[config.mk]
export PLATFORM = sky130hd
export DESIGN_NAME = lps_led_pwm
export DESIGN_NICKNAME = d
export VERILOG_FILES = /design/src/rtl/lps_led_pwm.v /design/src/rtl/lps_pwm_channel.v
export VERILOG_INCLUDE_DIRS = /design/src /design/src/rtl
export SDC_FILE = /design/constraint.sdc
export NUM_CORES = 1
export LEC_CHECK = 0
export ABC_AREA = 1
export BUFFER_PORTS_ARGS = -buffer_cell sky130_fd_sc_hd__buf_2
export CORE_MARGIN = 3
export CORE_UTILIZATION = 35
export DETAILED_ROUTE_END_ITERATION = 10
export GPL_ROUTABILITY_DRIVEN = 0
export HOLD_SLACK_MARGIN = 0.1
export MAX_ROUTING_LAYER = met4
export PLACE_DENSITY_LB_ADDON = 0.12
export SYNTH_ARGS = -nofsm -noshare
export SYNTH_HDL_FRONTEND = slang
export SYNTH_SLANG_ARGS = --single-unit
[constraint.sdc]
create_clock -name sys_clk -period 11.5 [get_ports sys_clk]
set_input_delay 2.3 -clock sys_clk [delete_from_list [all_inputs] [get_ports sys_clk]]
set_output_delay 2.3 -clock sys_clk [all_outputs]
set_load 0.1 [all_outputs]
[src/rtl/lps_map.vh]
// Purpose: Register offsets, field positions, reset values and timing for the LED PWM block
// Assumes: Byte-wide register port, 100 MHz sys_clk
// Notes:   Definitions only
`ifndef LPS_MAP_VH
`define LPS_MAP_VH

// ---------------------------------------------------------------
// Register offsets
// ---------------------------------------------------------------
`define LPS_OFS_EXEC_SCALE   8'h00
`define LPS_OFS_OP_MODE      8'h01
`define LPS_OFS_BLUE_DUTY    8'h02
`define LPS_OFS_GREEN_DUTY   8'h03
`define LPS_OFS_RED_DUTY     8'h04
`define LPS_OFS_CLK_CFG      8'h08
`define LPS_OFS_PC1          8'h09
`define LPS_OFS_PC2          8'h0A
`define LPS_OFS_PC3          8'h0B
`define LPS_OFS_WHITE_DUTY   8'h0E
`define LPS_OFS_SRC_MAP      8'h70

// ---------------------------------------------------------------
// Field positions
// ---------------------------------------------------------------
`define LPS_BIT_LOG_EN       7
`define LPS_BIT_CHIP_EN      6
`define LPS_BIT_RATE_HF      6
`define LPS_BIT_INT_CLK      0

// ---------------------------------------------------------------
// Codes and reset values
// ---------------------------------------------------------------
`define LPS_EXEC_HOLD        2'h0
`define LPS_EXEC_STEP        2'h1
`define LPS_EXEC_RUN         2'h2
`define LPS_EXEC_ONE         2'h3
`define LPS_MODE_DISABLED    2'h0
`define LPS_MODE_LOAD        2'h1
`define LPS_MODE_RUN         2'h2
`define LPS_MODE_DIRECT      2'h3
`define LPS_RST_REG          8'h00
`define LPS_RST_CURRENT      8'hAF

// ---------------------------------------------------------------
// Timing
// ---------------------------------------------------------------
`define LPS_CLK_HZ           100000000
`define LPS_RATE_LO_HZ       256
`define LPS_RATE_HI_HZ       558
`define LPS_SLOT_LO_CYC      (`LPS_CLK_HZ / (`LPS_RATE_LO_HZ * 256))
`define LPS_SLOT_HI_CYC      (`LPS_CLK_HZ / (`LPS_RATE_HI_HZ * 256))
`define LPS_INSTR_CYC        16'h0BEB

`endif

[src/rtl/lps_led_pwm.v]
// Purpose: LED PWM source selection, dimming rate, brightness scale, engine execution state
// Assumes: Byte register port from a serial bus slave, synchronous to sys_clk
// Notes:   Engine instruction decode lives elsewhere; engines signal completion here
//
// Notes on behaviour
// - Map register picks each LED source, 00 direct
// - Codes 01,10,11 route engines one to three
// - Direct duty writes take effect immediately
// - LED current outputs fixed at 17.5mA default code, not register mapped
// - Config bit 6 selects 256 or 558 Hz
// - Enable bit 7 selects linear or log scale
// - Config bit 0 selects internal timing clock
// - Blue, green, red duties at 02h-04h
// - Three engines with mode, state, counter
// - Execution fields at bits 5:4, 3:2, 1:0
// - Hold stops after instruction; counter host access then
// - Step executes, increments counter, returns to hold
// - Run executes continuously from current counter
// - Execute-one runs one instruction, returns hold
// - Direct engine mode uses blue/green/red duty
// - White direct duty sits at 0Eh
`default_nettype none
`include "lps_map.vh"

module lps_led_pwm #(
   parameter NUM_ENG = 3,
   parameter NUM_LED = 4
) (
   input  wire                 sys_clk,
   input  wire                 arst_n,
   input  wire                 reg_wr,
   input  wire                 reg_rd,
   input  wire [7:0]           reg_addr,
   input  wire [7:0]           reg_wdata,
   output reg  [7:0]           reg_rdata,
   input  wire [NUM_ENG*8-1:0] engine_duty,
   input  wire [NUM_ENG-1:0]   engine_instr_done,
   output wire [NUM_ENG-1:0]   engine_execute,
   output wire [NUM_ENG-1:0]   engine_pc_advance,
   output wire [NUM_ENG*4-1:0] engine_pc,
   output wire [NUM_ENG*2-1:0] engine_mode,
   output wire                 internal_clock_select,
   output wire                 chip_on,
   output wire [NUM_LED*8-1:0] led_current,
   output wire [NUM_LED-1:0]   led_pwm
);

   // ---------------------------------------------------------------
   // Registers
   // ---------------------------------------------------------------
   reg  [7:0]           engine_exec_and_scale_ctrl;
   reg  [7:0]           op_mode;
   reg  [7:0]           blue_direct_duty;
   reg  [7:0]           green_direct_duty;
   reg  [7:0]           red_direct_duty;
   reg  [7:0]           white_direct_duty;
   reg  [7:0]           clock_and_rate_config;
   reg  [7:0]           output_source_map;
   reg  [NUM_ENG*4-1:0] pc;
   reg  [NUM_ENG-1:0]   busy;
   reg  [NUM_ENG-1:0]   step_inc;

   wire dimming_rate_select = clock_and_rate_config[`LPS_BIT_RATE_HF];
   wire log_scale           = engine_exec_and_scale_ctrl[`LPS_BIT_LOG_EN];

   assign internal_clock_select = clock_and_rate_config[`LPS_BIT_INT_CLK];
   assign chip_on               = engine_exec_and_scale_ctrl[`LPS_BIT_CHIP_EN];
   assign engine_mode           = op_mode[NUM_ENG*2-1:0];
   assign engine_pc             = pc;
   assign led_current           = {NUM_LED{`LPS_RST_CURRENT}};

   // Engine k execution field: engine 1 at 5:4 down to engine 3 at 1:0
   function [1:0] exec_field;
      input [7:0] ctrl;
      input integer k;
      begin
         exec_field = ctrl[(NUM_ENG-1-k)*2 +: 2];
      end
   endfunction

   function [1:0] mode_field;
      input [7:0] m;
      input integer k;
      begin
         mode_field = m[(NUM_ENG-1-k)*2 +: 2];
      end
   endfunction

   // Counter register offset of engine k
   function [7:0] pc_ofs;
      input integer k;
      begin
         pc_ofs = `LPS_OFS_PC1 + k[7:0];
      end
   endfunction

   // ---------------------------------------------------------------
   // Engine execution control
   // ---------------------------------------------------------------
   reg [7:0] next_ctrl;
   integer   e;
   always @* begin
      next_ctrl = engine_exec_and_scale_ctrl;
      if (reg_wr && reg_addr == `LPS_OFS_EXEC_SCALE) begin
         next_ctrl = reg_wdata;
      end
      for (e = 0; e < NUM_ENG; e = e + 1) begin
         if (busy[e] && engine_instr_done[e] &&
             (exec_field(engine_exec_and_scale_ctrl, e) == `LPS_EXEC_STEP ||
              exec_field(engine_exec_and_scale_ctrl, e) == `LPS_EXEC_ONE)) begin
            next_ctrl[(NUM_ENG-1-e)*2 +: 2] = `LPS_EXEC_HOLD;
         end
      end
   end

   genvar g;
   generate
      for (g = 0; g < NUM_ENG; g = g + 1) begin : g_eng
         wire [1:0] st  = exec_field(engine_exec_and_scale_ctrl, g);
         wire [1:0] md  = mode_field(op_mode, g);
         wire       act = (md == `LPS_MODE_RUN) && (st != `LPS_EXEC_HOLD);
         // Busy covers the instruction in flight, so hold lets it finish
         assign engine_execute[g]    = act || busy[g];
         assign engine_pc_advance[g] = busy[g] && engine_instr_done[g] &&
                                       (step_inc[g] || st == `LPS_EXEC_RUN);

         always @(posedge sys_clk or negedge arst_n) begin
            if (!arst_n) begin
               busy[g]        <= 1'b0;
               step_inc[g]    <= 1'b0;
               pc[g*4 +: 4]   <= 4'h0;
            end else begin
               if (busy[g] && engine_instr_done[g]) begin
                  busy[g] <= act && st == `LPS_EXEC_RUN;
               end else if (!busy[g] && act) begin
                  busy[g]     <= 1'b1;
                  step_inc[g] <= (st == `LPS_EXEC_STEP);
               end
               if (md != `LPS_MODE_RUN) begin
                  pc[g*4 +: 4] <= 4'h0;
               end else if (engine_pc_advance[g]) begin
                  pc[g*4 +: 4] <= pc[g*4 +: 4] + 4'h1;
               end else if (reg_wr && st == `LPS_EXEC_HOLD && !busy[g] &&
                            reg_addr == pc_ofs(g)) begin
                  pc[g*4 +: 4] <= reg_wdata[3:0];
               end
            end
         end
      end
   endgenerate

   // ---------------------------------------------------------------
   // Register writes
   // ---------------------------------------------------------------
   always @(posedge sys_clk or negedge arst_n) begin
      if (!arst_n) begin
         engine_exec_and_scale_ctrl <= `LPS_RST_REG;
         op_mode                    <= `LPS_RST_REG;
         blue_direct_duty           <= `LPS_RST_REG;
         green_direct_duty          <= `LPS_RST_REG;
         red_direct_duty            <= `LPS_RST_REG;
         white_direct_duty          <= `LPS_RST_REG;
         clock_and_rate_config      <= `LPS_RST_REG;
         output_source_map          <= `LPS_RST_REG;
      end else begin
         engine_exec_and_scale_ctrl <= next_ctrl;
         if (reg_wr) begin
            case (reg_addr)
               `LPS_OFS_OP_MODE:    op_mode               <= {2'h0, reg_wdata[5:0]};
               `LPS_OFS_BLUE_DUTY:  blue_direct_duty      <= reg_wdata;
               `LPS_OFS_GREEN_DUTY: green_direct_duty     <= reg_wdata;
               `LPS_OFS_RED_DUTY:   red_direct_duty       <= reg_wdata;
               `LPS_OFS_WHITE_DUTY: white_direct_duty     <= reg_wdata;
               `LPS_OFS_CLK_CFG:    clock_and_rate_config <= reg_wdata;
               `LPS_OFS_SRC_MAP:    output_source_map     <= reg_wdata;
               default: ;
            endcase
         end
      end
   end

   // ---------------------------------------------------------------
   // Register reads
   // ---------------------------------------------------------------
   always @(posedge sys_clk or negedge arst_n) begin
      if (!arst_n) begin
         reg_rdata <= 8'h00;
      end else if (reg_rd) begin
         case (reg_addr)
            `LPS_OFS_EXEC_SCALE: reg_rdata <= engine_exec_and_scale_ctrl;
            `LPS_OFS_OP_MODE:    reg_rdata <= op_mode;
            `LPS_OFS_BLUE_DUTY:  reg_rdata <= blue_direct_duty;
            `LPS_OFS_GREEN_DUTY: reg_rdata <= green_direct_duty;
            `LPS_OFS_RED_DUTY:   reg_rdata <= red_direct_duty;
            `LPS_OFS_WHITE_DUTY: reg_rdata <= white_direct_duty;
            `LPS_OFS_CLK_CFG:    reg_rdata <= clock_and_rate_config;
            `LPS_OFS_PC1:        reg_rdata <= {4'h0, pc[3:0]};
            `LPS_OFS_PC2:        reg_rdata <= {4'h0, pc[7:4]};
            `LPS_OFS_PC3:        reg_rdata <= {4'h0, pc[11:8]};
            `LPS_OFS_SRC_MAP:    reg_rdata <= output_source_map;
            default:             reg_rdata <= 8'h00;
         endcase
      end
   end

   // ---------------------------------------------------------------
   // PWM frame timing
   // ---------------------------------------------------------------
   localparam integer SLOT_LO_N = `LPS_SLOT_LO_CYC;
   localparam integer SLOT_HI_N = `LPS_SLOT_HI_CYC;
   localparam [11:0]  SLOT_LO   = SLOT_LO_N[11:0];
   localparam [11:0]  SLOT_HI   = SLOT_HI_N[11:0];

   reg  [11:0] slot_count;
   reg  [7:0]  frame_count;
   wire [11:0] slot_len = dimming_rate_select ? SLOT_HI : SLOT_LO;

   always @(posedge sys_clk or negedge arst_n) begin
      if (!arst_n) begin
         slot_count  <= 12'h000;
         frame_count <= 8'h00;
      end else if (slot_count >= slot_len - 12'h001) begin
         slot_count  <= 12'h000;
         frame_count <= frame_count + 8'h01;
      end else begin
         slot_count  <= slot_count + 12'h001;
      end
   end

   // ---------------------------------------------------------------
   // Engine duty and source selection
   // ---------------------------------------------------------------
   wire [7:0] direct_duty [0:3];
   assign direct_duty[0] = blue_direct_duty;
   assign direct_duty[1] = green_direct_duty;
   assign direct_duty[2] = red_direct_duty;
   assign direct_duty[3] = white_direct_duty;

   wire [7:0] eng_duty [0:NUM_ENG-1];
   generate
      for (g = 0; g < NUM_ENG; g = g + 1) begin : g_eduty
         wire [1:0] md = mode_field(op_mode, g);
         assign eng_duty[g] = (md == `LPS_MODE_DIRECT) ? direct_duty[g] :
                              (md == `LPS_MODE_RUN)    ? engine_duty[g*8 +: 8] :
                              8'h00;
      end
   endgenerate

   generate
      for (g = 0; g < NUM_LED; g = g + 1) begin : g_led
         wire [1:0] sel = output_source_map[g*2 +: 2];
         reg  [7:0] led_duty;
         always @* begin
            case (sel)
               2'h0:    led_duty = direct_duty[g];
               2'h1:    led_duty = eng_duty[0];
               2'h2:    led_duty = eng_duty[1];
               default: led_duty = eng_duty[2];
            endcase
         end
         lps_pwm_channel #(
            .WIDTH (8)
         ) u_chan (
            .sys_clk     (sys_clk),
            .arst_n      (arst_n),
            .duty        (led_duty),
            .log_scale   (log_scale),
            .frame_count (frame_count),
            .pwm_out     (led_pwm[g])
         );
      end
   endgenerate

endmodule // lps_led_pwm

`default_nettype wire

[src/rtl/lps_pwm_channel.v]
// Purpose: One PWM output: compares a scaled duty against a shared frame counter
// Assumes: Frame counter runs 0..255 each PWM period
// Notes:   Log curve is a fixed square law: upper byte of duty squared, except duty FF maps to FF
`default_nettype none

module lps_pwm_channel #(
   parameter WIDTH = 8
) (
   input  wire             sys_clk,
   input  wire             arst_n,
   input  wire [WIDTH-1:0] duty,
   input  wire             log_scale,
   input  wire [WIDTH-1:0] frame_count,
   output reg              pwm_out
);

   // ---------------------------------------------------------------
   // Duty mapping
   // ---------------------------------------------------------------
   wire [2*WIDTH-1:0] duty_sq;
   wire [WIDTH-1:0]   log_duty;
   wire [WIDTH-1:0]   eff_duty;

   assign duty_sq  = {{WIDTH{1'b0}}, duty} * {{WIDTH{1'b0}}, duty};
   assign log_duty = (duty == {WIDTH{1'b1}}) ? {WIDTH{1'b1}} :
                     duty_sq[2*WIDTH-1:WIDTH];
   assign eff_duty = log_scale ? log_duty : duty;

   // ---------------------------------------------------------------
   // Comparator
   // ---------------------------------------------------------------
   always @(posedge sys_clk or negedge arst_n) begin
      if (!arst_n) begin
         pwm_out <= 1'b0;
      end else if (eff_duty == {WIDTH{1'b1}}) begin
         pwm_out <= 1'b1;
      end else begin
         pwm_out <= (frame_count < eff_duty);
      end
   end

endmodule // lps_pwm_channel

`default_nettype wire

## Word-level counts from Yosys, hierarchy flattened

Index checks and enable logic that the tools add are counted.

- Register bits: 112
- Bits of input ports: 47
- Word-level logic and storage cells: 203
- Output and inout port bits: 70

- Muxes and demuxes: 44
- Reductions and logical operators: 70
- Multipliers: 4
- Equal/unequal tests: 44
- Bitwise gates (word level): 3
- $add $sub $neg: 6
- $lt $le $gt $ge: 5

Operator list:

| cell | count |
|---|---|
| 2-to-1 mux 8 bit | 14 |
| case mux 8 bit (3 select lines) | 4 |
| case mux 8 bit (11 select lines) | 1 |
| == test 8 bit (second input constant) | 8 |
| multiplier 8 x 8 -> 16 bit | 4 |
| == test 8 x 4 -> 1 bit (second input constant) | 5 |
| 2-to-1 mux 4 bit | 9 |
| == test 2 bit (second input constant) | 16 |
| less-than comparator 8 bit | 4 |
| logical AND 1 bit | 28 |
| AND reduction 2 bit | 10 |
| nonzero test 2 bit | 9 |
| == test 8 x 2 -> 1 bit (second input constant) | 2 |
| == test 2 x 1 -> 1 bit (second input constant) | 7 |
| logical NOT 2 bit | 7 |
| adder 12 x 1 -> 12 bit (second input constant) | 1 |
| adder 4 x 1 -> 4 bit (second input constant) | 3 |
| greater-or-equal comparator 12 bit | 1 |
| 2-to-1 mux 12 bit | 1 |
| subtractor 11 x 1 -> 12 bit (second input constant) | 1 |
| 2-to-1 mux 11 bit | 1 |
| 2-to-1 mux 1 bit | 10 |
| logical OR 1 bit | 9 |
| nonzero test 3 bit | 3 |
| other kinds (10) | 18 |

## Longest topological paths before layout

Gate-level depths: netlist (run 1).

- Depth after elaboration: 9
- Depth in mapped cells: 37
- Mapped depth without buffers: 34

## Hierarchy

From an unflattened synthesis (run 1), not the netlist that was laid out.

- Cell total of the unflattened synthesis: 2,420
- Area, all modules: 16,115.5 µm²

Modules (own cells, without submodules):

| module | times used | seq. area each (µm²) | cells an instance | area an instance (µm²) |
|---|---|---|---|---|
| lps_led_pwm | 1 | 2,702.6 | 1,018 | 7,178.1 |
| lps_pwm_channel at g_led[2].u_chan | 1 | 25.0 | 348 | 2,250.9 |
| lps_pwm_channel at g_led[3].u_chan | 1 | 25.0 | 350 | 2,232.1 |
| lps_pwm_channel at g_led[1].u_chan | 1 | 25.0 | 352 | 2,229.6 |
| lps_pwm_channel at g_led[0].u_chan | 1 | 25.0 | 352 | 2,224.6 |

## Least setup slack after synthesis (run 1)

Ideal clock, no wire load.

- Path type: input -> register
- Start point: in engine_duty[10]
- End point: reg g_led[3].u_chan.pwm_out
- Arrival: 7,201 ps
- Stages on the path: 28
- Setup time: 65 ps
- Slack: 4,234 ps
- Path buffers: 1
- Required time: 11,435 ps
- Path through: nand3_1 > nand3_1 > nand2_1 > nand2_1 > o21ai_1 > clkbuf_1 > nor2_1 > fa_1 > fa_1 > inv_1 > fa_1 > fa_1 > inv_1 > ha_1 > a21o_1 > a31oi_1 > nor2_1 > a211oi_1 > nand2_1 > nand2_1 > nand2_1 > o21ai_1 > ha_1 > nand2_1 > nor2_1 > a211oi_1 > nand2_1 > nand2_1

- Word-level cells in the longest chain between the ends: 8
- Elaborated cells between the ends (all ways): 10
- Classes of those cells: mul: 1; order compare: 1; eq/ne: 2; mux: 6

RTL lines:

| item | line | source |
|---|---|---|
| start: declaration | lps_led_pwm.v:36 | `input wire [NUM_ENG*8-1:0] engine_duty,` |
| 2-to-1 mux 8 bit * | lps_led_pwm.v:244 | `` (md == `LPS_MODE_RUN) ? engine_duty[g*8 +: 8] : `` |
| 2-to-1 mux 8 bit * | lps_led_pwm.v:243 | `` assign eng_duty[g] = (md == `LPS_MODE_DIRECT) ? direct_duty[g] : `` |
| case mux 8 bit (3 select lines) * | lps_led_pwm.v:254 | `case (sel)` |
| multiplier 8 x 8 -> 16 bit / == test 8 bit (equally long branches) | lps_pwm_channel.v:24, lps_pwm_channel.v:25 |  |
| 2-to-1 mux 8 bit | lps_pwm_channel.v:25 | `assign log_duty = (duty == {WIDTH{1'b1}}) ? {WIDTH{1'b1}} :` |
| 2-to-1 mux 8 bit * | lps_pwm_channel.v:27 | `assign eff_duty = log_scale ? log_duty : duty;` |
| less-than comparator 8 bit / == test 8 bit (equally long branches) | lps_pwm_channel.v:38, lps_pwm_channel.v:35 |  |
| 2-to-1 mux 1 bit * | lps_pwm_channel.v:35 | `end else if (eff_duty == {WIDTH{1'b1}}) begin` |
| end signal: assignment | lps_pwm_channel.v:38 | `pwm_out <= (frame_count < eff_duty);` |
| end: declaration | lps_pwm_channel.v:14 | `output reg pwm_out` |

Every way passes the cells marked *; elsewhere a longest branch is shown, timed or not.
A chain may end at the register's enable or synchronous reset.

## Worst setup path in the final report (run 1)

Same ends and word-level chain as after synthesis.

==> results of run 1 <==
## final timing paths
path | from | end | depth (start not counted)
setup / recovery | engine_duty[10] | g_led[3].u_chan.pwm_out$_DFF_PN0_ | 28
hold / removal | slot_count[0]$_DFF_PN0_ | slot_count[0]$_DFF_PN0_ | 1
setup reg to reg | op_mode[5]$_DFFE_PN0P_ | g_led[2].u_chan.pwm_out$_DFF_PN0_ | 29
hold reg to reg | slot_count[0]$_DFF_PN0_ | slot_count[0]$_DFF_PN0_ | 1
max in group asynchronous | arst_n | engine_pc[9]$_DFFE_PN0P_ | 2
min in group asynchronous | arst_n | slot_count[5]$_DFF_PN0_ | 1
## cells in the mapped netlist, drive strengths merged (17+ instances only)
cell type / n / area share [%]
nand2: 578 / 16
ha: 157 / 13
o21ai: 139 / 4.7
fa: 96 / 12
a221oi: 17 / 0.96
inv: 395 / 9.6
o22ai: 20 / 0.81
nor2: 252 / 7.6
nand3: 163 / 5.4
dfrtp: 112 / 18
xor2: 29 / 1.6
clkbuf: 21 / 0.51
buf: 47 / 2.3
a21oi: 76 / 2.5
nor3: 37 / 1.2
## power groups by stage
stage / clock, mW / combinational (mW) / sequential [mW]
floorplan: 0 / 0.774 / 0.480
global placement: 0 / 1.00 / 0.467
detailed placement: 0 / 1.01 / 0.467
CTS: 0.372 / 1.02 / 0.459
global route: 0.384 / 1.15 / 0.465
finish: 0.360 / 1.01 / 0.459
## final cells by class
| type | instances | area (um2) | share of cell area [%] |
|---|---|---|---|
| sequential | 112 | 2803 | 16.81 |
| timing repair buffer | 89 | 460.4 | 2.762 |
| clock buffer | 9 | 225.2 | 1.351 |
| tap | 585 | 732.0 | 4.391 |
| inverter | 395 | 1483 | 8.895 |
| multi-input combinational | 1676 | 10860 | 65.14 |
| clock inverter | 7 | 97.59 | 0.5855 |
| antenna | 4 | 10.01 | 0.06005 |
## routing by layer
layer | up-vias | wire (um) | part of all wire, % | track usage (%)
met2 | 335 | 21430 | 46 | 33.30
met1 | 6624 | 21670 | 47 | 27.60
met4 | 0 | 1000 | 2.2 | 5.121
li1 | 7132 | - | - | -
met3 | 58 | 2345 | 5.0 | 3.253
met5 | - | 0 | 0 | -
## cell families after synthesis
group | Yosys count | share of synthesized area (%)
flops | 112 | 18.12
buf+inv | 463 | 12.42
compound gates | 287 | 10.70
simple gates | 1061 | 31.04
other cells | 2 | 0.04855
xor+xnor | 36 | 2.038
fa+ha+maj | 253 | 25.12
mux | 7 | 0.5096
## registers in the layout, summed over array words and instances, names as in the netlist
register,cells
engine_pc,12
slot_count,12
blue_direct_duty,8
clock_and_rate_config,8
engine_exec_and_scale_ctrl,8
frame_count,8
green_direct_duty,8
output_source_map,8
red_direct_duty,8
reg_rdata,8
white_direct_duty,8
op_mode,6
g_led.u_chan.pwm_out,4
busy,3
step_inc,3
## metrics by stage
step	instances	utilization, %	hold WS (ps)	setup WS, ps
CTS	2873	38.42	493.9	3998
detailed placement	2857	37.67	475.1	3577
floorplan	2251	-	453.0	4234
global route	2877	38.44	535.4	3498
global placement	2857	37.67	468.0	3588
finish	2877	38.44	488.9	3973
## critical path, stage by stage
cell,delay [ps]
buf_2,100
nand3_1,190
nand3_1,110
nand2_1,70
nand2_1,60
o21ai_1,510
nor2_1,170
fa_1,540
fa_1,560
inv_1,60
fa_1,500
fa_1,550
inv_1,50
ha_1,340
a21o_1,210
a31oi_1,230
nor2_1,80
a211oi_1,170
nand2_1,90
nand2_1,60
nand2_1,40
o21ai_1,170
ha_1,280
nand2_1,80
nor2_1,40
a211oi_1,160
nand2_1,70
nand2_1,60
==> results by group, run 1 <==
Outcome
  – Status: finished, final reports clean

Power
  – Worst VDD drop: 0.07798 mV
  – Switching share of total power: 51.98%
  – Tot Pwr: 1.829 mW
  – Register share of total power: 25.1%
  – Internal power: 0.8783 mW
  – Pwr per Cell Area: 109.7 nW/um2
  – Lkg Pwr: 8.857 nW
  – Clk pwr share: 19.7%
  – Comb pwr share: 55.2%
  – Psw: 0.9510 mW

Global route
  – Largest net degree at the start of global routing: 73
  – GR Overflow Total: 0
  – Vias in the first global route: 14,040
  – Initial antenna violation count: 4
  – First-pass GRT wire length: 75,410 um
  – Tot GR Track Use: 20.76%

Worst setup path
  – Crit. End Element: register
  – Setup Crit Path Kind: in2reg
  – Critical path data arrival time: 7860 ps
  – Reg2reg setup slack: 4650 ps
  – CP Max Fanout: 11
  – Worst EP required: 11,830 ps
  – CP startpoint kind: primary input

Detailed routing
  – Initial DRT Pass Iterations: 6
  – DRT antenna net count: 0
  – Routed wire length: 46,440 um
  – Via/cell ratio: 4.918
  – Routed length per placed instance: 16.14 um
  – Via count: 14,150
  – DR DRC count: 0
  – DR iter-0 viols: 1,079

Finish
  – Commonest non-fill, non-tap cell in the layout: nand2_1
  – Most frequent cells in the layout: 525 x nand2_1, 378 x inv_1, 212 x nor2_1
  – Layout cell share with drive strength beyond 1: 10.58%
  – Filler cell count: 4,666
  – Fin area: 16,670 um2
  – Final net count: 2,583
  – Synthesis-to-finish area growth: 7.757%

Die
  – Site Rows: 76
  – Die extent in x: 216.2 um
  – Die H: 216.2 um
  – Initial Utilization: 35.67%
  – Core area: 43,360 um2
  – Ports: 117
  – Total die area: 46,760 um2

Timing
  – Final Cycle Share: 65.46%
  – Min Tclk post-route: 7527 ps
  – Relative slew slack: 34.21%
  – RSZ-0062 raised after global routing: false
  – Hold Vio Cnt, Final: 0
  – Worst-Margin Slew: 986.8 ps
  – Final Setup Violations: 0
  – Pins Over Slew Limit: 0
  – Achievable frequency: 0.1328 GHz
  – Setup TNS Final: 0 ps
  – Clk_skew: 20.96 ps

Clocking
  – # Post-CTS Setup Buffers: 0
  – Total CTS buffers: 9
  – CTS max path bufs: 2
  – CTS Hold Bufs: 0
  – Worst-skew pair later-pin latency: 400 ps
  – Worst-path clk slew: 90 ps
  – PostCTS Resize Cnt: 0
  – Htree depth: 3
  – CTS tree: done
  – Clk root buf: clkbuf_16
  – Clock Sink Count: 112

Worst hold path
  – Min-Delay Path Class: reg2reg

Synthesis
  – Part of the Yosys area used for sequential elements: 18.12%
  – Ys flop type: dfrtp_1
  – Avg Inst Size Synth: 6.965 um2
  – Warnings, synthesis: 0
  – Synthesized netlist cell count: 2,221
  – Synthesized area: 15,470 um2
  – Async S/R FF share, synth: 100.0%
  – Yosys cell types: 50
  – EDFF count, synth: 0
  – #FFs+latches synth: 112

Placement
  – IO Port Bufs: 84
  – Post-DP HPWL: 37,810 um
  – Placed Area: 16,340 um2

Flow run
  – Max cap viols: 0
No activity file was read; power rests on OpenSTA's default activity.
==> run 2, diff against run 1 <==
ABC_AREA = 0   (was 1)
clock period = 7.6 ns   (was 11.5 ns; I/O delays follow)
==> run 2 against run 1 <==
Sequential share of layout area increased by 0.54 points; register-to-register slack got worse by 4000 ps; cell count decreased by 21%; synthesized area decreased by 8.1%; clock-buffer cell count unchanged; clock power increased by 52%.
==> results by group, run 2 <==
Clocking
  – Htree depth: 3 (unchanged)
  – CTS tree: done
  – CTS Hold Bufs: 0 (unchanged)
  – Worst-path clk slew: 80 ps (about the same)
  – CTS max path bufs: 2 (unchanged)
  – Worst-skew pair later-pin latency: 370 ps (-30 ps)
  – Total CTS buffers: 9 (unchanged)
  – Clk root buf: clkbuf_16
  – Clock Sink Count: 112 (unchanged)

Power
  – Worst VDD drop: 0.1419 mV (+82%)
  – Internal power: 1.158 mW (+32%)
  – Pwr per Cell Area: 121.2 nW/um2 (+10%)
  – Comb pwr share: 37.6% (-18 points)
  – Switching share of total power: 40.84% (-11 points)
  – Register share of total power: 34.4% (+9.3 points)
  – Lkg Pwr: 8.378 nW (-5.4%)
  – Psw: 0.7995 mW (-16%)
  – Clk pwr share: 27.9% (+8.2 points)
  – Tot Pwr: 1.958 mW (+7.0%)

Timing
  – Final Cycle Share: 95.42%
  – Pins Over Slew Limit: 0 (unchanged)
  – Min Tclk post-route: 7252 ps
  – Worst-Margin Slew: 969.6 ps (-17.20 ps)
  – Relative slew slack: 35.36% (+1.1 points)
  – Hold Vio Cnt, Final: 0 (unchanged)
  – Final WS setup: 347.9 ps (-3625 ps)
  – Achievable frequency: 0.1379 GHz
  – Clk_skew: 11.37 ps (-9.584 ps)
  – RSZ-0062 raised after global routing: false
  – Final Setup Violations: 0 (unchanged)

Placement
  – Placement Setup Slack: -129.7 ps (-3706 ps)
  – IO Port Bufs: 84 (unchanged)
  – Post-DP HPWL: 33,970 um (-10%)

Detailed routing
  – DRT antenna net count: 0 (unchanged)
  – DR iter-0 viols: 702 (-35%)
  – Via count: 12,050 (-15%)
  – DR DRC count: 0 (unchanged)
  – Initial DRT Pass Iterations: 5 (-1)
  – Routed wire length: 43,120 um (-7.2%)
  – Via/cell ratio: 5.313 (+8.0%)
  – Routed length per placed instance: 19.01 um (+18%)

Synthesis
  – Yosys top cell by area: dfrtp_1
  – Post-synth top cells: 212 x inv_1, 157 x ha_1, 154 x nor2_1
  – Avg Inst Size Synth: 8.939 um2 (+28%)
  – Count leader, synth: inv_1
  – #FFs+latches synth: 112 (unchanged)
  – Post-synth top area share: 19.72% (+1.6 points)
  – Synthesized area: 14,210 um2 (-8.1%)
  – Warnings, synthesis: 0 (unchanged)
  – Async S/R FF share, synth: 100.0% (unchanged)
  – EDFF count, synth: 0 (unchanged)
  – Synthesized netlist cell count: 1,590 (-28%)
  – Part of the Yosys area used for sequential elements: 19.72% (+1.6 points)
  – Ys flop type: dfrtp_1
  – Yosys cell types: 94 (+88%)
  – Area contributors post-synth: dfrtp_1 20%, ha_1 14%, fa_1 14%

Die
  – Die extent in x: 207.5 um (-4.0%)
  – Die H: 207.5 um (-4.0%)
  – Total die area: 43,060 um2 (-7.9%)
  – Ports: 117 (unchanged)
  – Initial Utilization: 35.61% (-0.063 points)
  – Core area: 39,910 um2 (-7.9%)
  – Site Rows: 73 (-3.9%)

Finish
  – Most frequent cells in the layout: 212 x inv_1, 157 x ha_1, 153 x nor2_1
  – Commonest non-fill, non-tap cell in the layout: inv_1
  – Synthesis-to-finish area growth: 13.65%
  – Layout cell share with drive strength beyond 1: 20.21% (+9.6 points)
  – Final net count: 2,037 (-21%)

Worst setup path
  – Worst r2r path cells: 25 (-14%)
  – Worst setup path end: g_led[1].u_chan.pwm_out$_DFF_PN0_
  – Reg-to-reg startpoint: op_mode[0]$_DFFE_PN0P_
  – Setup Crit Path Kind: in2reg
  – CP Launch Point: engine_duty[2]
  – Critical path data arrival time: 7530 ps (-330 ps)
  – Cell repeated most along the worst path: fa_1
  – Crit path buf inv count: 4 (+1)
  – Reg2reg setup slack: 620 ps (-4030 ps)
  – Slowest stage delay, CP: 540 ps (-20 ps)
  – CP max-delay cell: fa_1
  – Family with the most delay on the worst path: adder cells
  – Levels on crit path: 26 (-7.1%)
  – CP startpoint kind: primary input
  – Crit. End Element: register
  – Worst EP required: 7880 ps (-3950 ps)
  – Reg2reg end: g_led[1].u_chan.pwm_out$_DFF_PN0_
  – CP Max Fanout: 5 (-6)

Global route
  – GR Overflow Total: 0 (unchanged)
  – Largest net degree at the start of global routing: 70 (-4.1%)
  – Tot GR Track Use: 20.78% (+0.022 points)
  – Vias in the first global route: 12,480 (-11%)
  – Initial antenna violation count: 1 (-3)
  – First-pass GRT wire length: 70,000 um (-7.2%)

Worst hold path
  – Min-Delay Path Class: reg2reg

Flow run
  – Max cap viols: 0 (unchanged)

Outcome
  – Status: finished, final reports clean
-- run 2: repair_timing --
| item | in CTS | in global routing |
|---|---|---|
| gates resized for setup | 0 | 20 |
| setup buffers | 0 | 3 |
| endpoints found under the setup margin | 0 | 3 |
-- run 2: metal layers --
metal  wire length (um)  global-route usage (%)
met1              20140                   27.53
met5                  0                       -
met3               1241                   1.466
met4                620                   3.535
met2              21120                   35.62
-- run 2: metrics by stage --
| stage | TNS, ps | utilization [%] | instance area [um2] | std cells | hold WS (ps) |
|---|---|---|---|---|---|
| after floorplan | 0 | - | 14330 | 1620 | 468.7 |
| after global placement | -52.47 | 39.39 | 15720 | 2248 | 489.1 |
| after detailed placement | -185.3 | 39.39 | 15720 | 2248 | 498.1 |
| after CTS | 0 | 40.22 | 16050 | 2264 | 517.4 |
| after global routing | 0 | 40.47 | 16150 | 2267 | 523.9 |
| final | 0 | 40.47 | 16150 | 2268 | 516.0 |
-- run 2: kinds of logic (layout without fill, tap and decap cells) --
group / Yosys count / after routing / synth area share [%]
other cells: 2 / 33 / 0.05284
xor+xnor: 64 / 64 / 3.944
fa+ha+maj: 253 / 253 / 27.34
simple gates: 413 / 413 / 14.29
flops: 112 / 112 / 19.72
compound gates: 334 / 334 / 17.06
buf+inv: 310 / 432 / 9.586
mux: 102 / 102 / 8.011
-- run 2: how the worst min path moves through the flow --
stage	from	end	slack (ps)	cells after the start
after global routing	clock_and_rate_config[4]$_DFFE_PN0P_	clock_and_rate_config[4]$_DFFE_PN0P_	520	1
after global placement	clock_and_rate_config[5]$_DFFE_PN0P_	clock_and_rate_config[5]$_DFFE_PN0P_	490	1
after CTS	clock_and_rate_config[4]$_DFFE_PN0P_	clock_and_rate_config[4]$_DFFE_PN0P_	520	1
after floorplan	slot_count[0]$_DFF_PN0_	slot_count[0]$_DFF_PN0_	470	1
final	clock_and_rate_config[4]$_DFFE_PN0P_	clock_and_rate_config[4]$_DFFE_PN0P_	520	1
after detailed placement	clock_and_rate_config[4]$_DFFE_PN0P_	clock_and_rate_config[4]$_DFFE_PN0P_	500	1
-- run 2: final cells by class --
| class | instances | area (um2) |
|---|---|---|
| diodes | 1 | 2.502 |
| clock buffers | 9 | 225.2 |
| clock inverters | 7 | 103.9 |
| fillers | 4103 | 23760 |
| inverters | 214 | 803.3 |
| multi-input cells | 1198 | 10230 |
| flip-flops and latches | 112 | 2803 |
| well taps | 525 | 656.9 |
| repair buffers | 202 | 1325 |
-- run 2: power by group through the flow --
stage                     clock network [mW]  logic [mW]  registers, mW
after floorplan                            0       0.519          0.693
after global placement                     0       0.729          0.685
after detailed placement                   0       0.733          0.685
after CTS                              0.553       0.737          0.673
after global routing                   0.576       0.809          0.679
final                                  0.547       0.737          0.674
==> run 3, diff against run 2 <==
CORE_UTILIZATION = 45   (was 35)
clock period = 8.4 ns   (was 7.6 ns; I/O delays follow)
==> run 3 against run 2 <==
Register-to-register slack better by 420 ps; highest routed layer unchanged; critical path depth up 1; non-clock buffer count down 87; critical endpoint is now g_led[2].u_chan.pwm_out$_DFF_PN0_; worst setup slack better by 140 ps; first-iteration DRC count up 7.4%; cell count down 9.6%; clock skew about the same; routed wire length down 10%; core utilization up 8.8 points.
==> results by group, run 3 (synthesis gave the netlist of run 2 again) <==
Clocking
  – Worst-path clk slew: 80 ps (about the same)
  – Htree depth: 3 (unchanged)
  – Total CTS buffers: 9 (unchanged)
  – CTS Hold Bufs: 0 (unchanged)
  – PostCTS Resize Cnt: 0 (unchanged)
  – # Post-CTS Setup Buffers: 0 (unchanged)
  – CTS tree: done
  – Worst-skew pair later-pin latency: 360 ps (about the same)
  – CTS max path bufs: 2 (unchanged)
  – Clk root buf: clkbuf_16
  – Clock Sink Count: 112 (unchanged)

Timing
  – Min Tclk post-route: 7911 ps
  – RSZ-0062 raised after global routing: false
  – Relative slew slack: 25.52% (-9.8 points)
  – Hold Vio Cnt, Final: 0 (unchanged)
  – Clk_skew: 11.49 ps (+0.1120 ps)
  – Setup TNS Final: 0 ps (unchanged)
  – Worst-Margin Slew: 1115 ps (+145.1 ps)
  – Achievable frequency: 0.1264 GHz
  – Final Cycle Share: 94.18%
  – Pins Over Slew Limit: 0 (unchanged)
  – Final Setup Violations: 0 (unchanged)

Worst hold path
  – Hold endpoint: clock_and_rate_config[5]$_DFFE_PN0P_
  – Worst min-delay path startpoint: clock_and_rate_config[5]$_DFFE_PN0P_
  – Min-Delay Path Class: reg2reg
  – Hold Path Cell Cnt: 1 (unchanged)

Worst setup path
  – CP startpoint kind: primary input
  – Slowest stage delay, CP: 530 ps (about the same)
  – CP Max Fanout: 9 (+4)
  – Worst r2r path cells: 26 (+4.0%)
  – Worst EP required: 8670 ps (+790 ps)
  – CP Launch Point: engine_duty[4]
  – Reg2reg end: g_led[2].u_chan.pwm_out$_DFF_PN0_
  – Setup Crit Path Kind: in2reg
  – Crit. End Element: register
  – Critical path data arrival time: 8180 ps (+650 ps)
  – CP max-delay cell: mux2i_1
  – Reg-to-reg startpoint: op_mode[4]$_DFFE_PN0P_
  – Reg2reg setup slack: 1040 ps (+420 ps)

Detailed routing
  – WL met3: 1968 um (+59%)
  – Top sig layer: met4
  – Routed length per placed instance: 18.89 um (-0.66%)
  – Routed wire length: 38,720 um (-10%)
  – Metal2 WL: 18,160 um (-14%)
  – Via/cell ratio: 5.681 (+6.9%)
  – Initial DRT Pass Iterations: 5 (unchanged)
  – DR iter-0 viols: 754 (+7.4%)
  – DR DRC count: 0 (unchanged)
  – DRT antenna net count: 0 (unchanged)
  – Via count: 11,650 (-3.3%)
  – Met1 WL: 17,640 um (-12%)

Die
  – Total die area: 33,750 um2 (-22%)
  – Initial Utilization: 46.10% (+10 points)
  – Die H: 183.7 um (-11%)
  – Die extent in x: 183.7 um (-11%)
  – Ports: 117 (unchanged)
  – Site Rows: 64 (-12%)
  – Core area: 30,830 um2 (-23%)

Placement
  – Placed Area: 14,920 um2 (-5.1%)
  – Post-DP HPWL: 30,750 um (-9.5%)
  – Placed insts: 2,035 (-9.5%)
  – IO Port Bufs: 84 (unchanged)

Finish
  – Util after Layout: 49.30% (+8.8 points)
  – Layout cell share with drive strength beyond 1: 15.18% (-5.0 points)
  – Post-Layout Cell Count: 2,050 (-9.6%)
  – Synthesis-to-finish area growth: 6.928%
  – Most frequent cells in the layout: 212 x inv_1, 157 x ha_1, 154 x nor2_1
  – Final net count: 1,950 (-4.3%)
  – Commonest non-fill, non-tap cell in the layout: inv_1
  – Fin area: 15,200 um2 (-5.9%)
  – Antenna cells: 0 (-1)

Power
  – Worst VDD drop: 0.09997 mV (-30%)
  – Psw: 0.6898 mW (-14%)
  – Comb pwr share: 37.6% (about the same)
  – Switching share of total power: 41.84% (+1.0 points)
  – Clk pwr share: 25.6% (-2.3 points)
  – Pwr per Cell Area: 108.5 nW/um2 (-10%)
  – Lkg Pwr: 7.878 nW (-6.0%)
  – Internal power: 0.9588 mW (-17%)
  – Register share of total power: 36.8% (+2.4 points)

Global route
  – Vias in the first global route: 11,580 (-7.2%)
  – Tot GR Track Use: 24.09% (+3.3 points)
  – First-pass GRT wire length: 63,290 um (-9.6%)
  – Largest net degree at the start of global routing: 59 (-16%)
  – GR Overflow Total: 0 (unchanged)
  – Initial antenna violation count: 0 (-1)

Flow run
  – Max cap viols: 0 (unchanged)

Outcome
  – Status: finished, final reports clean
-- run 3: worst max path at each step --
stage | end | slack (ps) | cells after the start
2_1_floorplan | g_led[1].u_chan.pwm_out$_DFF_PN0_ | 780 | 26
3_3_place_gp | g_led[2].u_chan.pwm_out$_DFF_PN0_ | 290 | 27
3_5_place_dp | g_led[2].u_chan.pwm_out$_DFF_PN0_ | 240 | 27
4_1_cts | g_led[2].u_chan.pwm_out$_DFF_PN0_ | 600 | 27
5_1_grt | g_led[2].u_chan.pwm_out$_DFF_PN0_ | 130 | 26
6_report | g_led[2].u_chan.pwm_out$_DFF_PN0_ | 490 | 27
-- run 3: area by class of cell --
class,instances,area (um2)
Fill cell,2977,15630
Clock inverter,5,41.29
Multi-Input combinational cell,1198,10160
Clock buffer,10,239.0
Timing Repair Buffer,115,655.6
Sequential cell,112,2803
Tap cell,396,495.5
Inverter,214,803.3
-- run 3: power groups by stage --
| stage | combinational (mW) | clock (mW) | sequential (mW) |
|---|---|---|---|
| after floorplan | 0.470 | 0 | 0.627 |
| final | 0.620 | 0.422 | 0.607 |
| after global placement | 0.613 | 0 | 0.617 |
| after global routing | 0.681 | 0.452 | 0.611 |
| after detailed placement | 0.620 | 0 | 0.616 |
| after CTS | 0.623 | 0.430 | 0.605 |
-- run 3: metal layers --
layer | global-route usage [%] | vias to the layer above
met5 | - | -
met4 | 6.199 | 0
met3 | 2.849 | 62
met2 | 38.62 | 343
met1 | 32.75 | 5647
li1 | - | 5595
-- run 3: per-stage QoR --
stage / hold WS [ps] / setup slack [ps] / total power [mW]
final: 510.7 / 488.9 / 1.649
after global routing: 538.5 / 134.6 / 1.744
after CTS: 510.5 / 599.9 / 1.658
after detailed placement: 493.7 / 237.2 / 1.236
after global placement: 489.2 / 286.5 / 1.229
after floorplan: 468.7 / 780.4 / 1.097
-- run 3: worst max-delay path, delay by kind of cell --
| family | cells | cell delay (ps) |
|---|---|---|
| buffers and inverters | 3 | 200 |
| AND/OR/NAND/NOR | 4 | 1020 |
| multiplexers | 1 | 530 |
| AO/OA/AOI/OAI | 12 | 2330 |
| XOR/XNOR | 1 | 130 |
| adder cells (fa/ha/maj) | 6 | 2260 |
